===== src/common/iofc_map.svh =====
// Purpose: register offsets and reset values of the io line controller
// Assumes: byte addresses on an 8-bit register address
// Notes:   all registers are 32 bits wide, one bit per io line
`ifndef IOFC_MAP_SVH
`define IOFC_MAP_SVH

`define IOFC_AW         8
`define IOFC_DW         32
`define IOFC_A_OER      8'h10
`define IOFC_A_ODR      8'h14
`define IOFC_A_OSR      8'h18
`define IOFC_A_IFER     8'h20
`define IOFC_A_IFDR     8'h24
`define IOFC_A_IFSR     8'h28
`define IOFC_A_SET      8'h30
`define IOFC_A_CLR      8'h34
`define IOFC_A_ODSR     8'h38
`define IOFC_A_LVL      8'h3C
`define IOFC_A_IER      8'h40
`define IOFC_A_IDR      8'h44
`define IOFC_A_IMR      8'h48
`define IOFC_A_ISR      8'h4C
`define IOFC_A_MDER     8'h50
`define IOFC_A_MDSR     8'h58
`define IOFC_RST        32'h0000_0000
`define IOFC_ONES       32'hFFFF_FFFF

`endif


===== src/common/iofc_pkg.sv =====
// Purpose: state type of the io line controller
// Assumes: 32 io lines
// Notes:   every field but irq holds one bit per line
package iofc_pkg;

    typedef struct packed {
        logic [31:0] drv;
        logic [31:0] filt;
        logic [31:0] out;
        logic [31:0] imr;
        logic [31:0] isr;
        logic [31:0] od;
        logic [31:0] level;
        logic [31:0] raw_q;
        logic [31:0] rdata;
        logic [31:0] pad_out;
        logic [31:0] pad_oe;
        logic        irq;
    } iofc_state_t;

endpackage


===== src/iofc_ctrl.sv =====
// Purpose: per-line output, glitch filter and change interrupt control
// Assumes: pad inputs synchronous to core_clk_i; 125 MHz clock
// Notes:   read data valid in the cycle after the read strobe only
//
// Summary of operation
// writing 1 to output_driver_disable turns that line's driver off
// output_driver_status reads 1 for driven lines, 0 for input only
// writing 1 to glitch_filter_enable turns that line's filter on
// writing 1 to glitch_filter_disable turns that line's filter off
// glitch_filter_status reads 1 where the filter is on
// writing 1 to output_value_set makes that line's stored output 1
// writing 1 to output_value_clear makes that line's stored output 0
// output_value_status reads stored output, driver enabled or not
// output_value_status always readable, writable per line
// direct output_value_status write changes only permitted lines
// line_level_status reads the actual level on each line
// writing 1 to change_irq_enable enables that line's interrupt
// writing 1 to change_irq_disable disables that line's interrupt
// change_irq_mask reads 1 where the interrupt is enabled
// a level change sets the line's status bit until status is read
// reading change_irq_status clears all bits except those of lines changing in that cycle
// first status read after reset may show changes already seen
// writing 1 to open_drain_enable puts that line in open drain
// open drain lines only pull low, others drive both levels
// bit n is line n; interrupt while status and mask both set
// with filter on, single cycle pulses are ignored
`include "iofc_map.svh"
`timescale 1ns/10ps
`default_nettype none

module iofc_ctrl
(
    input  wire logic                   core_clk_i,
    input  wire logic                   rst_b_i,
    input  wire logic [`IOFC_AW-1:0]    addr_i,
    input  wire logic [`IOFC_DW-1:0]    wdata_i,
    input  wire logic                   wr_i,
    input  wire logic                   rd_i,
    input  wire logic [`IOFC_DW-1:0]    direct_write_permit_i,
    input  wire logic [`IOFC_DW-1:0]    pad_in_i,
    output logic      [`IOFC_DW-1:0]    rdata_o,
    output logic      [`IOFC_DW-1:0]    pad_out_o,
    output logic      [`IOFC_DW-1:0]    pad_oe_o,
    output logic                        irq_o
);

    iofc_pkg::iofc_state_t st;
    iofc_pkg::iofc_state_t next_st;

    logic [`IOFC_DW-1:0] upd;
    logic [`IOFC_DW-1:0] change;
    logic [`IOFC_DW-1:0] isr_clr;

    function automatic logic [31:0] set_clr
    (
        input logic [31:0] cur,
        input logic [31:0] set,
        input logic [31:0] clr
    );
        set_clr = (cur | set) & ~clr;
    endfunction

    function automatic logic wr_at
    (
        input logic                wr,
        input logic [`IOFC_AW-1:0] a,
        input logic [`IOFC_AW-1:0] target
    );
        wr_at = wr && (a == target);
    endfunction

    always_comb
    begin
        next_st = st;
        next_st.rdata = `IOFC_RST;
        // driver state
        next_st.drv = set_clr(st.drv,
                              wr_at(wr_i, addr_i, `IOFC_A_OER) ? wdata_i : `IOFC_RST,
                              wr_at(wr_i, addr_i, `IOFC_A_ODR) ? wdata_i : `IOFC_RST);
        next_st.filt = set_clr(st.filt,
                               wr_at(wr_i, addr_i, `IOFC_A_IFER) ? wdata_i : `IOFC_RST,
                               wr_at(wr_i, addr_i, `IOFC_A_IFDR) ? wdata_i : `IOFC_RST);
        next_st.out = set_clr(st.out,
                              wr_at(wr_i, addr_i, `IOFC_A_SET) ? wdata_i : `IOFC_RST,
                              wr_at(wr_i, addr_i, `IOFC_A_CLR) ? wdata_i : `IOFC_RST);
        if (wr_at(wr_i, addr_i, `IOFC_A_ODSR))
        begin
            next_st.out = (st.out & ~direct_write_permit_i)
                        | (wdata_i & direct_write_permit_i);
        end
        next_st.imr = set_clr(st.imr,
                              wr_at(wr_i, addr_i, `IOFC_A_IER) ? wdata_i : `IOFC_RST,
                              wr_at(wr_i, addr_i, `IOFC_A_IDR) ? wdata_i : `IOFC_RST);
        if (wr_at(wr_i, addr_i, `IOFC_A_MDER))
        begin
            next_st.od = st.od | wdata_i;
        end
        // glitch filter: a filtered line follows the pad only after two equal samples
        upd = ~st.filt | ~(pad_in_i ^ st.raw_q);
        next_st.raw_q = pad_in_i;
        next_st.level = (st.level & ~upd) | (pad_in_i & upd);
        change = next_st.level ^ st.level;
        // a change in the clearing cycle survives the read
        isr_clr = (rd_i && addr_i == `IOFC_A_ISR) ? `IOFC_ONES : `IOFC_RST;
        next_st.isr = (st.isr & ~isr_clr) | change;
        if (rd_i)
        begin
            case (addr_i)
                `IOFC_A_OSR:  next_st.rdata = st.drv;
                `IOFC_A_IFSR: next_st.rdata = st.filt;
                `IOFC_A_ODSR: next_st.rdata = st.out;
                `IOFC_A_LVL:  next_st.rdata = st.level;
                `IOFC_A_IMR:  next_st.rdata = st.imr;
                `IOFC_A_ISR:  next_st.rdata = st.isr;
                `IOFC_A_MDSR: next_st.rdata = st.od;
                default:      next_st.rdata = `IOFC_RST;
            endcase
        end
        // open drain lines drive low only, released when the value is 1
        next_st.pad_out = next_st.out & ~next_st.od;
        next_st.pad_oe = next_st.drv & ~(next_st.od & next_st.out);
        next_st.irq = |(next_st.isr & next_st.imr);
    end

    always_ff @(posedge core_clk_i or negedge rst_b_i)
    begin
        if (!rst_b_i)
        begin
            st <= '0;
        end
        else
        begin
            st <= next_st;
        end
    end

    assign rdata_o = st.rdata;
    assign pad_out_o = st.pad_out;
    assign pad_oe_o = st.pad_oe;
    assign irq_o = st.irq;
endmodule

`default_nettype wire

===== config.mk =====
export PLATFORM = sky130hd
export DESIGN_NAME = iofc_ctrl
export DESIGN_NICKNAME = d
export VERILOG_FILES = /design/src/common/iofc_pkg.sv /design/src/iofc_ctrl.sv
export VERILOG_INCLUDE_DIRS = /design/src /design/src/common
export SDC_FILE = /design/constraint.sdc
export NUM_CORES = 1
export LEC_CHECK = 0
export ABC_AREA = 0
export BUFFER_PORTS_ARGS = -buffer_cell sky130_fd_sc_hd__buf_2
export CORE_ASPECT_RATIO = 0.6
export CORE_MARGIN = 1
export CORE_UTILIZATION = 52
export DETAILED_ROUTE_END_ITERATION = 8
export PLACE_DENSITY = 0.75
export SYNTH_ARGS = -nofsm -noshare
export SYNTH_HDL_FRONTEND = slang
export SYNTH_SLANG_ARGS = --single-unit

===== constraint.sdc =====
create_clock -name core_clk_i -period 2 [get_ports core_clk_i]
set_clock_uncertainty 0.15 [all_clocks]
set_input_delay 0.1 -clock core_clk_i [delete_from_list [all_inputs] [get_ports core_clk_i]]
set_output_delay 0.1 -clock core_clk_i [all_outputs]
set_load 0.01 [all_outputs]

==> impl_metrics.env, run 1 <==
export IMPL_clock_fmax_ghz=0.5255
export IMPL_synth_top_family_by_area="compound AO/OA/AOI/OAI gates"
export IMPL_grt_setup_unrepaired="false"
export IMPL_synth_compound_area_share_pct=22.77
export IMPL_yosysSeqAreaShare_pct=56.44
export IMPL_met2_usage_pct=49.35
export IMPL_p_leak_nw=9.374
export IMPL_avgSynthCellArea_um2=10.61
export IMPL_die_area_um2=30820
export IMPL_first_global_vias=13100
export IMPL_ys_async_sr_fraction_pct=100.0
export IMPL_gr_usage_met1_pct=45.14
export IMPL_grt_max_degree=74
export IMPL_syn_to_final_growth_pct=26.10
export IMPL_synth_simple_area_share_pct=8.042
export IMPL_postSynthCellCount=1475
export IMPL_slew_headroom_pct=67.55
export IMPL_synthMuxAreaShare_pct=2.047
export IMPL_synth_flop_cell="dfrtp_1"
export IMPL_via_per_inst=6.062
export IMPL_core_area_um2=29190
export IMPL_synth_edf_count=0
export IMPL_num_vias=13110
export IMPL_synth_xor_area_share_pct=0.1119
export IMPL_clk_latency_ps=530
export IMPL_worst_pin_slew_ps=486.7
export IMPL_path_clk_slew_ps=70
export IMPL_hold_path_class="input port to flop"
export IMPL_cap_violations=0
export IMPL_wl_per_cell_um=22.64
export IMPL_synthTopCellsByArea="dfrtp_1 (56%), a21oi_1 (8.3%), buf_4 (4.8%), inv_1 (3.1%), a22oi_1 (3.1%)"
export IMPL_status="completed"
export IMPL_cts_tree="done"
export IMPL_crit_path_end_kind="flop"
export IMPL_clockBufferDepth=3
export IMPL_synth_seq_cells=353
export IMPL_period_needed_ps=1903
export IMPL_grt_use_total_pct=32.12
export IMPL_dieWidth_um=226.0
export IMPL_gr_usage_met3_pct=7.327
export IMPL_grt_first_pass_wirelength_um=74620
export IMPL_mostFrequentLayoutCells="dfrtp_1 (353), a21oi_1 (254), buf_2 (203)"
export IMPL_busiest_layer="met2"
export IMPL_die_h_um=136.4
export IMPL_yosys_area_top_type_share_pct=56.44
export IMPL_clockRootBuffer="clkbuf_16"
export IMPL_cts_buffers=34
export IMPL_ant_nets=0
export IMPL_final_max_slew_violation_count=0
export IMPL_synth_top_area_cell="dfrtp_1"
export IMPL_drc=0
export IMPL_syn_nets=1583
export IMPL_synth_area_um2=15650
export IMPL_ir_drop_mv=0.5078
export IMPL_num_io_pins=205
export IMPL_finalWorstSetupSlack_ps=97.06
export IMPL_rows=48
export IMPL_crit_fanout=2
export IMPL_power_mw=15.59
export IMPL_synthAdderAreaFrac_pct=0
export IMPL_drive_above_1_share_pct=24.80
export IMPL_place_hpwl_um=32690
export IMPL_cp_required_ps=2250
export IMPL_final_nets=1845
export IMPL_antenna_found_initial=1
export IMPL_cts_sinks=353
export IMPL_initial_core_util_pct=53.62
export IMPL_final_common_cell="dfrtp_1"
export IMPL_drt_pass1_iter_count=8
export IMPL_dp_worst_setup_slack_ps=-213.2
export IMPL_drtIter0Drc=1750
export IMPL_hold_viol=0
export IMPL_gp_congestion=0.8753
export IMPL_cts_setup_buffers=0
export IMPL_post_route_period_util_pct=95.15
export IMPL_startpoint_type="flop"
export IMPL_ys_types=41
export IMPL_setup_viol=0
export IMPL_overflow=0
export IMPL_h_tree_depth=2
export IMPL_wirelength_um=48960
export IMPL_path_class="flop to flop"
export IMPL_numPortBuffers=204
export IMPL_yosysWarnings=0
export IMPL_worstPathArrival_ps=2150
export IMPL_powerDensity_nw_per_um2=789.9
==> layout make-up <==
class,count,area [um^2]
multi-input combinational,797,5306
clock inverter,13,151.4
clock buffer,48,1017
timing repair buffer,422,3441
inverter,129,484.2
antenna,1,2.502
sequential,353,8833
tap,400,500.5
fill,2201,9452
==> worst paths after layout <==
| path | start | endpoint | slack, ps | cells past startpoint |
|---|---|---|---|---|
| worst min-delay path | addr_i[5] | st[254]$_DFF_PN0_ | 30 | 6 |
| worst max register to register | st[102]$_DFF_PN0_ | irq_o$_DFF_PN0_ | 100 | 6 |
| worst min register to register | st[181]$_DFF_PN0_ | st[181]$_DFF_PN0_ | 350 | 2 |
| worst max-delay path | st[102]$_DFF_PN0_ | irq_o$_DFF_PN0_ | 100 | 6 |
| max in group asynchronous | rst_b_i | st[103]$_DFF_PN0_ | 430 | 4 |
| min in group asynchronous | rst_b_i | rdata_o[19]$_DFF_PN0_ | 490 | 3 |
==> power breakdown <==
part           internal, mW  total (mW)  switching, mW
Clock                  3.96        6.77           2.81
Sequential             7.38        7.57          0.184
Combinational         0.545        1.26          0.711
==> flip-flops by register name (all words and copies together) (netlist names) <==
signal     flops
st           256
irq_o          1
pad_out_o     32
rdata_o       32
pad_oe_o      32
==> repair_timing <==
action	in CTS	in global routing
resized for setup	1	11
pin swaps	0	3
hold endpoints to repair	667	0
setup endpoints to repair	1	1
hold buffers	99	0
==> kinds of logic (layout without fill, tap and decap cells) <==
| family | after synthesis | after routing |
|---|---|---|
| simple gates | 230 | 230 |
| xor+xnor | 2 | 2 |
| buf+inv | 325 | 612 |
| compound gates | 533 | 533 |
| flops | 353 | 353 |
| mux | 32 | 32 |
| other cells | 0 | 1 |
==> critical path, cell delays in order (launching register included) <==
cell,delay (ps)
dfrtp_1,400
nand2b_1,150
a21oi_1,290
a2bb2oi_2,240
o22ai_1,130
nor4_1,300
nand4_1,120
==> per-layer routing <==
metal  part of all wire (%)  routed length [um]
met4                    2.6                1253
met2                     45               22110
met1                     41               20070
met5                      0                   0
met3                     11                5531
==> synthesized netlist by cell type (2+ instances only) <==
cell type	number
a221oi_2	30
a221oi_1	2
a21oi_1	259
nand2b_1	32
nand3_1	33
and3_1	3
clkbuf_1	48
a31oi_1	32
o22ai_1	16
or4b_1	2
nor4b_4	2
nor4_1	4
a2bb2oi_1	31
clkbuf_2	2
inv_1	129
o21ai_1	8
xnor2_1	2
nor2b_1	33
buf_2	45
nor2_1	44
and2_1	32
dfrtp_1	353
buf_4	101
a22oi_1	64
a21boi_1	31
mux2i_1	32
a222oi_1	32
nand2_1	37
o21ai_0	24
==> metrics by stage <==
step,instance area (um^2),hold WS [ps],util (%),TNS (ps),std cells
after floorplan,15650,-345.6,-,0,1475
after global placement,17510,-86.58,60.00,-3340,2002
after detailed placement,17510,-91.79,60.00,-6808,2002
after CTS,19680,5.712,67.42,0,2162
after global routing,19740,46.92,67.62,0,2163
final,19740,30.46,67.62,0,2163
(Power assumes the default switching activity.)
==> inputs of run 2 (changes only) <==
==> constraint.sdc (replaced) <==
create_clock -name core_clk_i -period 1.8 [get_ports core_clk_i]
set_clock_uncertainty 0.15 [all_clocks]
set_input_delay 0.09 -clock core_clk_i [delete_from_list [all_inputs] [get_ports core_clk_i]]
set_output_delay 0.09 -clock core_clk_i [all_outputs]
set_load 0.01 [all_outputs]
==> run 2 against run 1 <==
  * The run now ends with negative setup slack left
  * Non-clock buffer count is 28 higher
  * Die area is the same
  * First-iteration DRC count up 7.8%
  * Critical path depth is 1 higher
  * Design area rose by 1.8%
  * Critical path type unchanged
  * Critical endpoint unchanged
  * Highest routed layer unchanged
==> impl_metrics.env, run 2 (synthesized netlist as in run 1, its figures left out) <==
export IMPL_h_tree_depth=1
export IMPL_final_common_cell="dfrtp_1"
export IMPL_startpoint_type="flop"
export IMPL_grt_first_pass_wirelength_um=75870
export IMPL_path_clk_slew_ps=70
export IMPL_cts_buffers=31
export IMPL_dp_cells=2019
export IMPL_grt_setup_unrepaired="true"
export IMPL_clockBufferDepth=3
export IMPL_final_max_slew_violation_count=0
export IMPL_p_leak_nw=9.503
export IMPL_clock_fmax_ghz=0.5210
export IMPL_setup_tns_ps=-119.4
export IMPL_post_route_period_util_pct=106.6
export IMPL_initial_core_util_pct=53.62
export IMPL_core_area_um2=29190
export IMPL_cp_slowest_cell="dfrtp_1"
export IMPL_reg2regPathDepth=7
export IMPL_die_h_um=136.4
export IMPL_finalWorstSetupSlack_ps=-119.4
export IMPL_cts_tree="done"
export IMPL_mostFrequentLayoutCells="dfrtp_1 (351), a21oi_1 (232), buf_2 (203)"
export IMPL_slew_headroom_pct=67.29
export IMPL_cp_cell_sequence="nand2b_1 -> a21oi_2 -> a2bb2oi_2 -> buf_4 -> o22ai_4 -> nor4_4 -> nand4_1"
export IMPL_drt_pass1_iter_count=6
export IMPL_period_needed_ps=1919
export IMPL_powerDensity_nw_per_um2=842.6
export IMPL_dr_wl_met3_um=5146
export IMPL_holdPathEnd="st[238]$_DFF_PN0_"
export IMPL_reg2reg_from="st[112]$_DFF_PN0_"
export IMPL_final_nets=1870
export IMPL_drc=0
export IMPL_clk_latency_ps=590
export IMPL_cp_required_ps=2100
export IMPL_path_class="flop to flop"
export IMPL_cts_sinks=353
export IMPL_multi_input_area_um2=5644
export IMPL_hold_viol=0
export IMPL_max_flop_register="st"
export IMPL_crit_path_max_incr_delay_ps=380
export IMPL_via_per_inst=6.106
export IMPL_numPortBuffers=204
export IMPL_drtIter0Drc=1886
export IMPL_dieWidth_um=226.0
export IMPL_first_global_vias=13210
export IMPL_status="finished with violations"
export IMPL_rows=48
export IMPL_crit_path_end_kind="flop"
export IMPL_ant_nets=0
export IMPL_cp_top_family="simple AND/OR/NAND/NOR gates"
export IMPL_overflow=0
export IMPL_place_hpwl_um=33090
export IMPL_regToRegSetupSlack_ps=-120
export IMPL_violations="negative setup slack"
export IMPL_m1WireLength_um=20660
export IMPL_antenna_found_initial=1
export IMPL_worstPathArrival_ps=2220
export IMPL_drive_above_1_share_pct=28.82
export IMPL_num_io_pins=205
export IMPL_reg2reg_to="irq_o$_DFF_PN0_"
export IMPL_regArea_um2=8836
export IMPL_ir_drop_mv=0.8003
export IMPL_wl_per_cell_um=23.23
export IMPL_worst_hold_slack_ps=16.01
export IMPL_final_instance_count_excl_fill=2189
export IMPL_hold_path_class="input port to flop"
export IMPL_min_from="addr_i[5]"
export IMPL_syn_to_final_growth_pct=28.35
export IMPL_setup_viol=1
export IMPL_clockRootBuffer="clkbuf_16"
export IMPL_fillers=2114
export IMPL_worst_pin_slew_ps=490.7
export IMPL_crit_fanout=2
export IMPL_crit_buf_inv=1
export IMPL_num_vias=13370
export IMPL_die_area_um2=30820
export IMPL_hold_path_cell_count=6
export IMPL_wirelength_um=50850
export IMPL_cap_violations=0
export IMPL_grt_use_total_pct=32.58
export IMPL_wl_met2_um=23350
export IMPL_largest_reg_flops=256
export IMPL_gp_congestion=0.9208
export IMPL_top_layer_used="met4"
export IMPL_grt_max_degree=56
run 2: cell types whose count changed in the layout (fill, tap and decap cells not counted), sizes merged:
cell | before | now
buf | 323 | 348
clkbuf | 48 | 50
clkinv | 7 | 5
diode | 1 | 2
dlygate4sd3 | 99 | 101
clkinvlp | 2 | 0
run 2: power breakdown:
group | internal (mW) | switching [mW] | leakage [nW] | total [mW]
clock | 3.97 | 2.99 | 0.524 | 6.97
sequential | 8.20 | 0.220 | 4.61 | 8.42
combinational | 0.693 | 0.842 | 4.37 | 1.54
run 2: worst max-delay path by stage:
| stage | from | to | slack (ps) | depth (start not counted) |
|---|---|---|---|---|
| detailed placement | addr_i[3] | irq_o$_DFF_PN0_ | -470 | 8 |
| finish | st[112]$_DFF_PN0_ | irq_o$_DFF_PN0_ | -120 | 7 |
| global placement | addr_i[5] | irq_o$_DFF_PN0_ | -420 | 9 |
| CTS | st[112]$_DFF_PN0_ | irq_o$_DFF_PN0_ | 1 | 7 |
| floorplan | addr_i[2] | pad_out_o[1]$_DFF_PN0_ | -30 | 7 |
| global route | st[304]$_DFF_PN0_ | irq_o$_DFF_PN0_ | -160 | 7 |
run 2: what timing repair did:
| item | 4_1_cts | 5_1_grt |
|---|---|---|
| cloned | 0 | 1 |
| hold endpoints to repair | 673 | 0 |
| resized for setup | 60 | 17 |
| pin swaps | 27 | 10 |
| endpoints found under the setup margin | 1 | 6 |
| buffers inserted | 6 | 2 |
| hold buffers | 101 | 0 |
run 2: routing by layer:
metal	up-vias	track usage (%)
met5	-	0
met3	146	6.613
li1	5700	-
met2	889	51.52
met4	0	11.26
met1	6630	44.93
run 2: worst reg2reg max path, cell delays in order, from the launching register on:
cell and delay (ps):
dfrtp_1 380, nand2b_1 160, a21oi_2 240, a2bb2oi_2 180, buf_4 150, o22ai_4 80, nor4_4 320, nand4_1 130
run 2: final cells by class:
| cell class | count | share of cell area (%) |
|---|---|---|
| Sequential cell | 353 | 43.99 |
| Multi-Input combinational cell | 797 | 28.10 |
| Timing Repair Buffer | 450 | 17.73 |
| Clock buffer | 49 | 4.647 |
| Tap cell | 400 | 2.491 |
| Inverter | 129 | 2.410 |
| Clock inverter | 9 | 0.6166 |
| Antenna cell | 2 | 0.02491 |
run 2: per-stage QoR:
stage                     util, %  area, um^2  total power [mW]  setup slack (ps)
final                       68.82       20090             16.93            -119.4
after global placement      60.05       17530             9.715            -419.5
after CTS                   68.35       19950             16.89             1.154
after floorplan                 -       15650             9.102            -31.20
after detailed placement    60.05       17530             9.757            -473.3
after global routing        68.81       20080             17.43            -159.2
